File: config.mk
export PLATFORM = sky130hd
export DESIGN_NAME = pih_handler
export DESIGN_NICKNAME = d
export VERILOG_FILES = /design/src/shared/pih_pkg.sv /design/src/rtl/pih_ext_filter.sv /design/src/rtl/pih_handler.sv
export SDC_FILE = /design/constraint.sdc
export NUM_CORES = 1
export LEC_CHECK = 0
export BUFFER_PORTS_ARGS = -buffer_cell sky130_fd_sc_hd__buf_2
export CORE_MARGIN = 2
export CORE_UTILIZATION = 51
export DETAILED_ROUTE_END_ITERATION = 10
export PLACE_DENSITY_LB_ADDON = 0.25
export SYNTH_ARGS = -nofsm -noshare
export SYNTH_HDL_FRONTEND = slang
export SYNTH_HIERARCHICAL = 1
export SYNTH_SLANG_ARGS = --single-unit
File: constraint.sdc
create_clock -name ref_clk_in -period 4.02 [get_ports ref_clk_in]
set_input_delay 0.603 -clock ref_clk_in [delete_from_list [all_inputs] [get_ports ref_clk_in]]
set_output_delay 0.603 -clock ref_clk_in [all_outputs]
set_load 0.01 [all_outputs]
File: src/shared/pih_pkg.sv
// pih_pkg: constants, register map and types for the interrupt handler.
// assumes a 32-bit APB slave and a 16-bit core with a word-addressed stack.
package pih_pkg;

	localparam int PIH_NUM_SRC = 16;
	localparam int PIH_NUM_EXT = 16;

	// fixed vector table; each source sits 8 words above the previous one
	localparam logic [15:0] PIH_VECTOR_BASE  = 16'h0020;
	localparam logic [15:0] PIH_VECTOR_STEP  = 16'h0008;
	localparam logic [15:0] PIH_DEFAULT_VEC  = 16'h0098;

	// in-service level
	localparam logic [1:0]  PIH_LEVEL_IDLE   = 2'h3;
	localparam logic [1:0]  PIH_LEVEL_MEDIUM = 2'h1;

	// source numbers by natural priority
	localparam int PIH_SRC_PFAIL = 0;
	localparam int PIH_SRC_EXT_LO = 2;
	localparam int PIH_SRC_EXT_HI = 5;

	// glitch filter length in undivided source clocks
	localparam int PIH_FILTER_LEN = 3;

	// register byte offsets
	localparam logic [7:0] PIH_OFF_CONTROL   = 8'h00;
	localparam logic [7:0] PIH_OFF_PRIO_LOW  = 8'h04;
	localparam logic [7:0] PIH_OFF_PRIO_HIGH = 8'h08;
	localparam logic [7:0] PIH_OFF_STATUS    = 8'h0C;
	localparam logic [7:0] PIH_OFF_LOCAL_EN  = 8'h10;
	localparam logic [7:0] PIH_OFF_EXT_EN    = 8'h14;
	localparam logic [7:0] PIH_OFF_FLAGS     = 8'h18;
	localparam logic [7:0] PIH_OFF_CLKDIV    = 8'h1C;

	// control, status and clock-divide register fields
	localparam int PIH_CTL_GIE_BIT  = 0;
	localparam int PIH_STS_LVL_LSB  = 0;
	localparam int PIH_STS_BUSY_BIT = 2;
	localparam int PIH_STS_SRC_LSB  = 8;
	localparam int PIH_CDIV_POWER_MGMT_ENABLE_BIT = 2;

	// reset values
	localparam logic [15:0] PIH_RST_PRIO   = 16'h0000;
	localparam logic [15:0] PIH_RST_EN     = 16'h0000;
	localparam logic [2:0]  PIH_RST_CLKDIV = 3'h0;

	typedef enum logic [1:0] {
		PIH_ST_RUN,
		PIH_ST_STALL,
		PIH_ST_VECTOR,
		PIH_ST_RET
	} pih_state_e;

endpackage

File: src/rtl/pih_ext_filter.sv
// pih_ext_filter: three-sample glitch filter for one external source.
// assumes src_clk_en_in marks undivided source-clock ticks on ref_clk_in.
module pih_ext_filter
	import pih_pkg::*;
(
	// clock and reset
	input  wire logic ref_clk_in,
	input  wire logic rst_in,
	// sampling
	input  wire logic src_clk_en_in,
	input  wire logic raw_in,
	// result
	output logic      event_out
);

	logic [PIH_FILTER_LEN-1:0] shift;
	logic                      seen;

	// a pulse must stand for all samples before it counts
	always_ff @(posedge ref_clk_in) begin
		if (rst_in) begin
			shift <= '0;
		end else if (src_clk_en_in) begin
			shift <= {shift[PIH_FILTER_LEN-2:0], raw_in};
		end
	end

	// one event per asserted pulse; shorter pulses never reach all ones
	always_ff @(posedge ref_clk_in) begin
		if (rst_in) begin
			seen      <= 1'b0;
			event_out <= 1'b0;
		end else begin
			event_out <= (&shift) && !seen;
			seen      <= &shift;
		end
	end

endmodule // pih_ext_filter

File: src/rtl/pih_handler.sv
// pih_handler: prioritized interrupt handler with APB register access.
// assumes sources are synchronous; the core honours the vector strobes.
module pih_handler
	import pih_pkg::*;
#(
	parameter int NUM_SRC = PIH_NUM_SRC
)(
	// clock and reset
	input  wire logic        ref_clk_in,
	input  wire logic        rst_in,
	// apb slave
	input  wire logic        psel_in,
	input  wire logic        penable_in,
	input  wire logic        pwrite_in,
	input  wire logic [7:0]  paddr_in,
	input  wire logic [31:0] pwdata_in,
	output logic [31:0]      prdata_out,
	output logic             pready_out,
	output logic             pslverr_out,
	// sources
	input  wire logic [NUM_SRC-1:0]     int_cond_in,
	input  wire logic [NUM_SRC-1:0]     flag_clear_in,
	input  wire logic [PIH_NUM_EXT-1:0] ext_raw_in,
	input  wire logic                   src_clk_en_in,
	input  wire logic                   stop_mode_in,
	// core
	input  wire logic        prefix_write_in,
	input  wire logic        code_ptr_access_in,
	input  wire logic        return_from_handler_in,
	input  wire logic [15:0] next_pc_in,
	input  wire logic [15:0] pop_data_in,
	output logic             fetch_cancel_out,
	output logic             push_out,
	output logic [15:0]      push_data_out,
	output logic             pop_out,
	output logic             ip_load_out,
	output logic [15:0]      ip_value_out,
	output logic [1:0]       in_service_level_out,
	output logic             switchback_out
);

	////////////////////////////////////////////////////////////////////////
	// registers

	logic                 global_irq_enable;
	logic [15:0]          priority_select_low;
	logic [15:0]          priority_select_high;
	logic [NUM_SRC-1:0]   local_en;
	logic [PIH_NUM_EXT-1:0] ext_en;
	logic [NUM_SRC-1:0]   flags;
	logic [2:0]           clkdiv;
	logic [1:0]           in_service_level;
	logic [1:0]           saved_level;
	logic [3:0]           serve_src;
	logic                 serve_default;
	pih_state_e           state;
	logic                 window;

	logic apb_wr;
	logic apb_rd;
	logic hit;
	assign apb_wr = psel_in && penable_in && pwrite_in;
	// read data captured in setup so it stands at the access edge
	assign apb_rd = psel_in && !penable_in && !pwrite_in;
	assign pready_out = 1'b1;

	function automatic logic mapped(input logic [7:0] a);
		mapped = (a == PIH_OFF_CONTROL) || (a == PIH_OFF_PRIO_LOW) ||
			(a == PIH_OFF_PRIO_HIGH) || (a == PIH_OFF_STATUS) ||
			(a == PIH_OFF_LOCAL_EN) || (a == PIH_OFF_EXT_EN) ||
			(a == PIH_OFF_FLAGS) || (a == PIH_OFF_CLKDIV);
	endfunction

	assign hit = mapped(paddr_in);
	assign pslverr_out = psel_in && penable_in && !hit;

	function automatic logic [1:0] level_of(input int idx,
		input logic [15:0] lo, input logic [15:0] hi);
		logic [31:0] all;
		all = {hi, lo};
		level_of = all[2*idx +: 2];
	endfunction

	always_ff @(posedge ref_clk_in) begin
		if (rst_in) begin
			global_irq_enable <= 1'b0;
			priority_select_low  <= PIH_RST_PRIO;
			priority_select_high <= PIH_RST_PRIO;
			local_en <= NUM_SRC'(PIH_RST_EN);
			ext_en   <= PIH_RST_EN;
			clkdiv   <= PIH_RST_CLKDIV;
		end else if (apb_wr) begin
			unique case (paddr_in)
				PIH_OFF_CONTROL:
					global_irq_enable <= pwdata_in[PIH_CTL_GIE_BIT];
				PIH_OFF_PRIO_LOW:  priority_select_low  <= pwdata_in[15:0];
				PIH_OFF_PRIO_HIGH: priority_select_high <= pwdata_in[15:0];
				PIH_OFF_LOCAL_EN:  local_en <= pwdata_in[NUM_SRC-1:0];
				PIH_OFF_EXT_EN:    ext_en   <= pwdata_in[15:0];
				PIH_OFF_CLKDIV:    clkdiv   <= pwdata_in[2:0];
				default: ;
			endcase
		end
	end

	always_ff @(posedge ref_clk_in) begin
		if (rst_in) begin
			prdata_out <= 32'h0000_0000;
		end else if (apb_rd) begin
			unique case (paddr_in)
				PIH_OFF_CONTROL:
					prdata_out <= {31'h0, global_irq_enable};
				PIH_OFF_PRIO_LOW:  prdata_out <= {16'h0, priority_select_low};
				PIH_OFF_PRIO_HIGH: prdata_out <= {16'h0, priority_select_high};
				PIH_OFF_STATUS:
					prdata_out <= {20'h0, serve_src, 5'h0,
						(state != PIH_ST_RUN), in_service_level};
				PIH_OFF_LOCAL_EN:  prdata_out <= 32'(local_en);
				PIH_OFF_EXT_EN:    prdata_out <= {16'h0, ext_en};
				PIH_OFF_FLAGS:     prdata_out <= 32'(flags);
				PIH_OFF_CLKDIV:    prdata_out <= {29'h0, clkdiv};
				default:           prdata_out <= 32'h0000_0000;
			endcase
		end
	end

	////////////////////////////////////////////////////////////////////////
	// external filters and divide-dependent recognition

	logic [PIH_NUM_EXT-1:0] ext_evt;
	logic [PIH_NUM_EXT-1:0] ext_d1;
	logic [PIH_NUM_EXT-1:0] ext_d2;
	logic [PIH_NUM_EXT-1:0] ext_ready;

	genvar g;
	generate
		for (g = 0; g < PIH_NUM_EXT; g++) begin : g_filt
			pih_ext_filter u_filt (
				.ref_clk_in    (ref_clk_in),
				.rst_in        (rst_in),
				.src_clk_en_in (src_clk_en_in),
				.raw_in        (ext_raw_in[g]),
				.event_out     (ext_evt[g])
			);
		end
	endgenerate

	// filtered events reach the handler later at low divide ratios
	always_ff @(posedge ref_clk_in) begin
		if (rst_in) begin
			ext_d1 <= '0;
			ext_d2 <= '0;
		end else begin
			ext_d1 <= ext_evt;
			ext_d2 <= ext_d1;
		end
	end

	always_comb begin
		if (clkdiv[PIH_CDIV_POWER_MGMT_ENABLE_BIT] || clkdiv[1]) begin
			ext_ready = ext_evt;
		end else if (clkdiv[0]) begin
			ext_ready = ext_d1;
		end else begin
			ext_ready = ext_d2;
		end
	end

	// filter runs undivided, so no wait for the slow clock
	assign switchback_out = |(ext_evt & ext_en);

	////////////////////////////////////////////////////////////////////////
	// flags and requests

	logic [NUM_SRC-1:0] cond_all;
	always_comb begin
		cond_all = int_cond_in;
		cond_all[PIH_SRC_EXT_LO] = int_cond_in[PIH_SRC_EXT_LO] |
			(|(ext_ready[7:0] & ext_en[7:0]));
		cond_all[PIH_SRC_EXT_HI] = int_cond_in[PIH_SRC_EXT_HI] |
			(|(ext_ready[15:8] & ext_en[15:8]));
	end

	// set wins over clear; local and global enables do not gate the flag
	always_ff @(posedge ref_clk_in) begin
		if (rst_in) begin
			flags <= '0;
		end else begin
			flags <= (flags & ~flag_clear_in) | cond_all;
		end
	end

	logic [NUM_SRC-1:0] gate;
	logic [NUM_SRC-1:0] req;
	always_comb begin
		gate = {NUM_SRC{global_irq_enable}};
		gate[PIH_SRC_PFAIL] = 1'b1;
		req = flags & local_en & gate;
	end

	// arbitration: level first, then natural order
	logic       win_valid;
	logic [3:0] win_src;
	logic [1:0] win_lvl;
	always_comb begin
		win_valid = 1'b0;
		win_src   = 4'h0;
		win_lvl   = PIH_LEVEL_IDLE;
		for (int i = 0; i < NUM_SRC; i++) begin
			if (req[i] && level_of(i, priority_select_low,
				priority_select_high) < win_lvl) begin
				win_valid = 1'b1;
				win_src   = 4'(i);
				win_lvl   = level_of(i, priority_select_low,
					priority_select_high);
			end
		end
	end

	// masked flags with no enabled path keep the served source's vector, not the default
	logic masked_pending;
	logic medium_in_stop;
	assign masked_pending = |(flags & ~(local_en & gate)) && !win_valid;
	assign medium_in_stop = stop_mode_in && win_valid &&
		(win_lvl == PIH_LEVEL_MEDIUM);

	logic accept;
	assign accept = win_valid && (win_lvl < in_service_level);

	always_ff @(posedge ref_clk_in) begin
		if (rst_in) begin
			window <= 1'b0;
		end else begin
			window <= prefix_write_in || code_ptr_access_in;
		end
	end

	////////////////////////////////////////////////////////////////////////
	// vectoring sequence

	always_ff @(posedge ref_clk_in) begin
		if (rst_in) begin
			state            <= PIH_ST_RUN;
			in_service_level <= PIH_LEVEL_IDLE;
			saved_level      <= PIH_LEVEL_IDLE;
			serve_src        <= 4'h0;
			serve_default    <= 1'b0;
		end else begin
			unique case (state)
				PIH_ST_RUN: begin
					if (return_from_handler_in) begin
						state <= PIH_ST_RET;
					end else if (accept) begin
						state     <= PIH_ST_STALL;
						serve_src <= win_src;
						serve_default <= medium_in_stop;
						saved_level   <= win_lvl;
					end
				end
				PIH_ST_STALL: begin
					// instruction in flight may open a window
					if (!window && !prefix_write_in) begin
						state <= PIH_ST_VECTOR;
					end
				end
				PIH_ST_VECTOR: begin
					state            <= PIH_ST_RUN;
					in_service_level <= saved_level;
				end
				PIH_ST_RET: begin
					state            <= PIH_ST_RUN;
					in_service_level <= PIH_LEVEL_IDLE;
				end
				default: state <= PIH_ST_RUN;
			endcase
		end
	end

	// default vector also catches a served request that is gone, unless masked flags wait with no winner
	logic [15:0] vec;
	always_comb begin
		if (serve_default || (!req[serve_src] && !masked_pending)) begin
			vec = PIH_DEFAULT_VEC;
		end else begin
			// one fixed step per natural priority; source 15 shares the default vector slot
			vec = PIH_VECTOR_BASE + 16'(serve_src) * PIH_VECTOR_STEP;
		end
	end

	always_ff @(posedge ref_clk_in) begin
		if (rst_in) begin
			fetch_cancel_out <= 1'b0;
			push_out         <= 1'b0;
			push_data_out    <= 16'h0000;
			pop_out          <= 1'b0;
			ip_load_out      <= 1'b0;
			ip_value_out     <= 16'h0000;
		end else begin
			fetch_cancel_out <= (state == PIH_ST_STALL) && !window &&
				!prefix_write_in;
			push_out         <= (state == PIH_ST_VECTOR);
			push_data_out    <= next_pc_in;
			pop_out          <= (state == PIH_ST_RET);
			ip_load_out      <= (state == PIH_ST_VECTOR) ||
				(state == PIH_ST_RET);
			if (state == PIH_ST_VECTOR) begin
				ip_value_out <= vec;
			end else if (state == PIH_ST_RET) begin
				ip_value_out <= pop_data_in;
			end
		end
	end

	assign in_service_level_out = in_service_level;

endmodule // pih_handler

After elaboration in Yosys (flattened, before gate mapping)
Cells that the tools add are included.
Widths: inputs -> output; s select.
Storage, ports and cells
  register bits: 276
  bits of input ports: 130
  output and inout port bits: 73
  word-level logic and storage cells: 289
Operators by class
  $add $sub $neg: 1
  order comparisons: 18
  eq/ne operators: 13
  multiplexer cells: 60
  bitwise gates (word level): 14
  reductions and logical operators: 113
Operators by type and width (count)
  $pmux 16 s8: 1
  $and 16x16->16: 6
  $mux 16: 4
  $mux 4: 14
  $reduce_and 3->1: 17
  $logic_and 1x1->1: 45
  $mux 2: 19
  $eq 8x5->1 const B: 4
  $lt 2x2->1: 16
  $not 16->16: 2
  $reduce_or 16->1: 2
  $logic_not 1->1: 24
  $mux 1: 18
  $and 8x8->8: 2
  $eq 8x4->1 const B: 2
  $or 16x16->16: 1
  $reduce_or 8->1: 2
  $reduce_and 2->1: 7
  $logic_or 1x1->1: 11
  $add 6x7->8 const A: 1
  $eq 8x3->1 const B: 1
  $logic_not 8->1: 1
  $mux 8: 1
  $pmux 2 s3: 1
  13 further kinds: 17

Depth between registers and ports, before layout
  depth in word-level cells: 56
  mapped depth: 19
  mapped depth without buffers: 17

Hierarchy
The synthesis kept the hierarchy.
Modules (own cells, without submodules)
  pih_handler: instances 1, cells each 1089, area each 8911.0 µm², seq. area each 3603.5 µm²
  pih_ext_filter: instances 16, cells each 13, area each 165.2 µm², seq. area each 100.1 µm²

Least setup slack after synthesis
OpenSTA, ideal clock, no wires.
  path kind: reg2reg
  from: reg global_irq_enable
  to: reg saved_level[0]
  library setup time: 0.120 ns
  arrival: 3.968 ns
  data required time: 3.900 ns
  setup slack: -0.067 ns
  cell stages (with the launch flop): 19
  buffers on the path: 2
  clock period less this slack: 4.087 ns
  path through: dfxtp_1 -> buf_2 -> nand4b_1 -> and4_1 -> clkbuf_1 -> nand3_2 -> or3_1 -> nor2_1 -> nand2_1 -> ha_1 -> or3_1 -> nand3_1 -> a2bb2oi_1 -> inv_1 -> ha_1 -> a21oi_1 -> o211a_2 -> a21boi_1 -> a211o_1
Between the ends
  word-level cells in the longest chain between the ends: 48
  elaborated cells on any way between the ends: 63
  classes of those cells: 15 x order compare; 30 x mux; 1 x bitwise; 17 x reduce/logical
Ends and longest elaborated chain
  from (decl): line pih_handler.sv:45  | logic global_irq_enable;
  from (signal assigned): line pih_handler.sv:95  | global_irq_enable <= pwdata_in[PIH_CTL_GIE_BIT];
  $and 16x16->16 *: line pih_handler.sv:198  | req = flags & local_en & gate;
  $logic_and 1x1->1: line pih_handler.sv:210  | if (req[i] && level_of(i, priority_select_low,
  $mux 2: line pih_handler.sv:210
  $lt 2x2->1: line pih_handler.sv:211  | priority_select_high) < win_lvl) begin
  $logic_and 1x1->1: line pih_handler.sv:210
  $mux 2: line pih_handler.sv:210
  $lt 2x2->1: line pih_handler.sv:211
  $logic_and 1x1->1: line pih_handler.sv:210
  [33 not listed]
  $mux 2: line pih_handler.sv:210
  $lt 2x2->1: line pih_handler.sv:211
  $logic_and 1x1->1: line pih_handler.sv:210
  $mux 2 *: line pih_handler.sv:210
  via win_lvl[1]: line pih_handler.sv:204  | logic [1:0] win_lvl;
  $lt 2x2->1 *: line pih_handler.sv:228  | assign accept = win_valid && (win_lvl < in_service_level);
  $logic_and 1x1->1 *: line pih_handler.sv:228
  $reduce_and 3->1 (no source line) *
  to (signal assigned): line pih_handler.sv:257  | saved_level <= win_lvl;
  to (decl): line pih_handler.sv:53  | logic [1:0] saved_level;
The timed path passes the listed nets; every way through them passes the cells marked *.
A chain may end at the register's enable or synchronous reset.

Final worst setup path
Same ends and word-level chain as after synthesis.

==> flow_summary_export.csv <==
group,metric,value,unit
logic_synthesis,yosysMostFrequentCell,"dfxtp_1",
timing,setup_viol_count_final,0,
route,drtAntennaViolNets,0,
placed_design,routabilityCongestion,0.979,
cells_and_area,fin_cells,1851,
cts,clock-root-buffer,"clkbuf_16",
floorplan,dieArea,23900,um2
logic_synthesis,synth_compound_area_frac,0.199,
power_and_ir_drop,ir_worst_vdd,0.511,mV
timing,slew_headroom,0.373,
floorplan,start_util,0.515,
logic_synthesis,synth-edff-count,0,
logic_synthesis,synth_top_family_by_area,"simple AND/OR/NAND/NOR gates",
placed_design,dp_hpwl,25.7,mm
global_routing,grt_usage,0.284,
placed_design,io_buffers,169,
timing,finalSetupTns,0,ns
cts,cts_buffer_depth,3,
route,vias_per_cell,5.80,
timing,tightestPinTransition,0.940,ns
cts,numCtsBuffers,28,
logic_synthesis,synth_commonest_cells,"260 x dfxtp_1, 171 x nand2_1, 138 x a21oi_1",
power_and_ir_drop,power_density,395,nW/um2
cells_and_area,syn_to_final_growth,24.5,%
route,totalWireLength,35.3,mm
global_routing,grt_pass1_vias,10200,
global_routing,globalRouteOverflowTotal,0,
logic_synthesis,synth_area_leaders,"dfxtp_1 45%, a21oi_1 6.0%, nand2_1 5.6%",
setup_path,cp-end-kind,"register",
power_and_ir_drop,leakage,6.01,nW
logic_synthesis,synth.area.mux_share,0.0639,
logic_synthesis,synth-simple-area-share,0.227,
route,route.detailed.drc,0,
cells_and_area,final_util,0.641,
route,dr_total_vias,10700,
setup_path,critical_path_class,"register to register",
setup_path,start_kind,"register",
timing,fin_crit_sh,0.966,
route,routedWlPerCell,19.0,um
worst_hold_path,holdCritPathClass,"input pin to register",
logic_synthesis,ys.flop_type,"dfxtp_1",
floorplan,core.rowCount,55,
cts,clkTransAtPathRegs,0.07,ns
flow_run,maxCapViolations,0,
logic_synthesis,syn_inst,1297,
logic_synthesis,postSynthAreaPerCell,8.91,um2
cts,clk_latency,0.57,ns
floorplan,ios,203,
setup_path,worstPathRequired,4.44,ns
route,drtIter0Drc,1011,
global_routing,grt_pass1_wl,54.3,mm
timing,hold_viol,0,
logic_synthesis,synth_cell_types,91,
logic_synthesis,synthArstFlopShare,0,
placed_design,place_inst,1796,
logic_synthesis,yosysWarnings,6,
cells_and_area,nNetsFinal,1676,
cts,clock_sinks,260,
cells_and_area,drive_gt1_frac,0.263,
global_routing,antenna_found_initial,4,
timing,finClkSkew,0.0472,ns
global_routing,grt_max_degree,90,
timing,slew_viol_final,0,
cells_and_area,largest_reg_flops,48,
timing,period_needed,3.88,ns
logic_synthesis,synthAdderAreaFrac,0.00585,
logic_synthesis,synth_top_area_share,0.451,
route,first_pass_iters,6,
floorplan,die_x,155,um
logic_synthesis,synth_area,11600,um2
cells_and_area,top_register,"g_filt.u_filt/shift",
floorplan,dieHeight,155,um
logic_synthesis,yosys_register_bits,260,
setup_path,cp.arrival,4.31,ns
logic_synthesis,synth.largest_area_cell,"dfxtp_1",
cts,h-tree-depth,1,
setup_path,crit_fanout,12,
logic_synthesis,synthXorXnorAreaFrac,0,
cts,cts_tree,"yes",
status,status,"complete, no violations",
timing,fmax,258,MHz
floorplan,coreArea,22400,um2
logic_synthesis,ys_seq_area_frac,0.451,
timing repair:
| action | in CTS | in global routing |
|---|---|---|
| setup endpoints to repair | 8 | 13 |
| gates resized for setup | 7 | 28 |
| pin swaps | 5 | 16 |
| hold buffers | 0 | 0 |
| buffers inserted | 1 | 2 |
metal layers:
| metal | vias up | GRT usage | routed length [um] |
|---|---|---|---|
| met1 | 5028 | 0.363 | 14200 |
| met5 | - | 0 | 20 |
| met2 | 466 | 0.462 | 16300 |
| met3 | 109 | 0.0642 | 3110 |
| li1 | 5129 | - | - |
| met4 | 4 | 0.121 | 1570 |
where the power goes:
part	internal (mW)	switching, mW	leakage, nW
Clock	1.66	1.08	0.487
Sequential	2.62	0.0373	2.11
Combinational	0.113	0.165	3.41
path summary, 6_finish.rpt:
| check | startpoint | endpoint | slack, ns | depth (start not counted) |
|---|---|---|---|---|
| worst max-delay path | global_irq_enable$_SDFFE_PP0P_ | saved_level[0]$_SDFFE_PP1P_ | 0.14 | 16 |
| worst min-delay path | next_pc_in[15] | push_data_out[15]$_SDFF_PP0_ | 0.23 | 2 |
| worst min register to register | g_filt[9].u_filt/seen$_SDFF_PP0_ | g_filt[9].u_filt/event_out$_SDFF_PP0_ | 0.43 | 1 |
| worst max register to register | global_irq_enable$_SDFFE_PP0P_ | saved_level[0]$_SDFFE_PP1P_ | 0.14 | 16 |
per-stage QoR:
step / worst slack, ns / total power [mW] / cell area (um2) / hold WS (ns)
detailed placement: -0.231 / 2.99 / 13200 / 0.424
global placement: -0.121 / 2.98 / 13200 / 0.421
CTS: 0.00226 / 5.71 / 14200 / 0.216
floorplan: 0.00171 / 2.85 / 11600 / 0.419
finish: 0.138 / 5.68 / 14400 / 0.234
global route: -0.0541 / 5.85 / 14400 / 0.220
kinds of logic after synthesis:
logic type | after synthesis
other | 2
buffers and inverters | 122
DFF | 260
adders and majority gates | 6
AOI/OAI and AO/OA | 337
and+or+nand+nor | 502
muxes | 68
cells in the final DEF, fill, tap and decap left out, types with 5 or more instances in the layout:
cell / netlist / final
nor2_1: 122 / 121
o22ai_1: 15 / 15
nand3_1: 30 / 29
buf_2: 1 / 168
and4b_1: 21 / 19
a2bb2oi_1: 6 / 5
a211oi_1: 11 / 10
buf_4: 18 / 107
a22oi_1: 42 / 42
a21oi_1: 138 / 136
mux2_2: 16 / 16
a31oi_1: 12 / 12
nor2b_4: 16 / 16
mux2i_1: 49 / 49
a221oi_1: 8 / 8
nand4_1: 8 / 8
conb_1: 2 / 17
nor2b_1: 48 / 48
nor3_1: 25 / 21
nand2_1: 171 / 170
dfxtp_1: 260 / 259
nand4b_1: 9 / 9
a21o_1: 6 / 6
nor4_1: 5 / 5
inv_1: 45 / 44
and2_1: 7 / 7
nor3_2: 1 / 5
a22o_1: 14 / 14
nand3b_1: 6 / 6
clkbuf_16: 0 / 28
clkbuf_8: 3 / 6
o21ai_0: 15 / 13
nand2b_1: 7 / 7
a222oi_1: 10 / 10
critical path: stages, from the launching register on:
cell and delay, ns:
dfxtp_4 0.39, and4b_2 0.26, or4_4 0.58, o41a_1 0.36
o2bb2ai_2 0.21, o221ai_1 0.15, a21o_1 0.21, o2bb2ai_4 0.15
a21oi_4 0.16, o21ai_2 0.09, a2bb2oi_2 0.16, inv_2 0.06
ha_4 0.26, a21oi_4 0.14, o211a_4 0.23, a21boi_2 0.07
a211o_1 0.29
layout make-up:
class	count	area, um2
clock inverters	14	221
inverters	45	169
repair buffers	278	1680
multi-input cells	930	5950
well taps	285	357
fillers	1940	8050
diodes	2	5.00
clock buffers	37	795
flip-flops and latches	260	5210
Note: power is estimated with default switching activity, not from simulation.
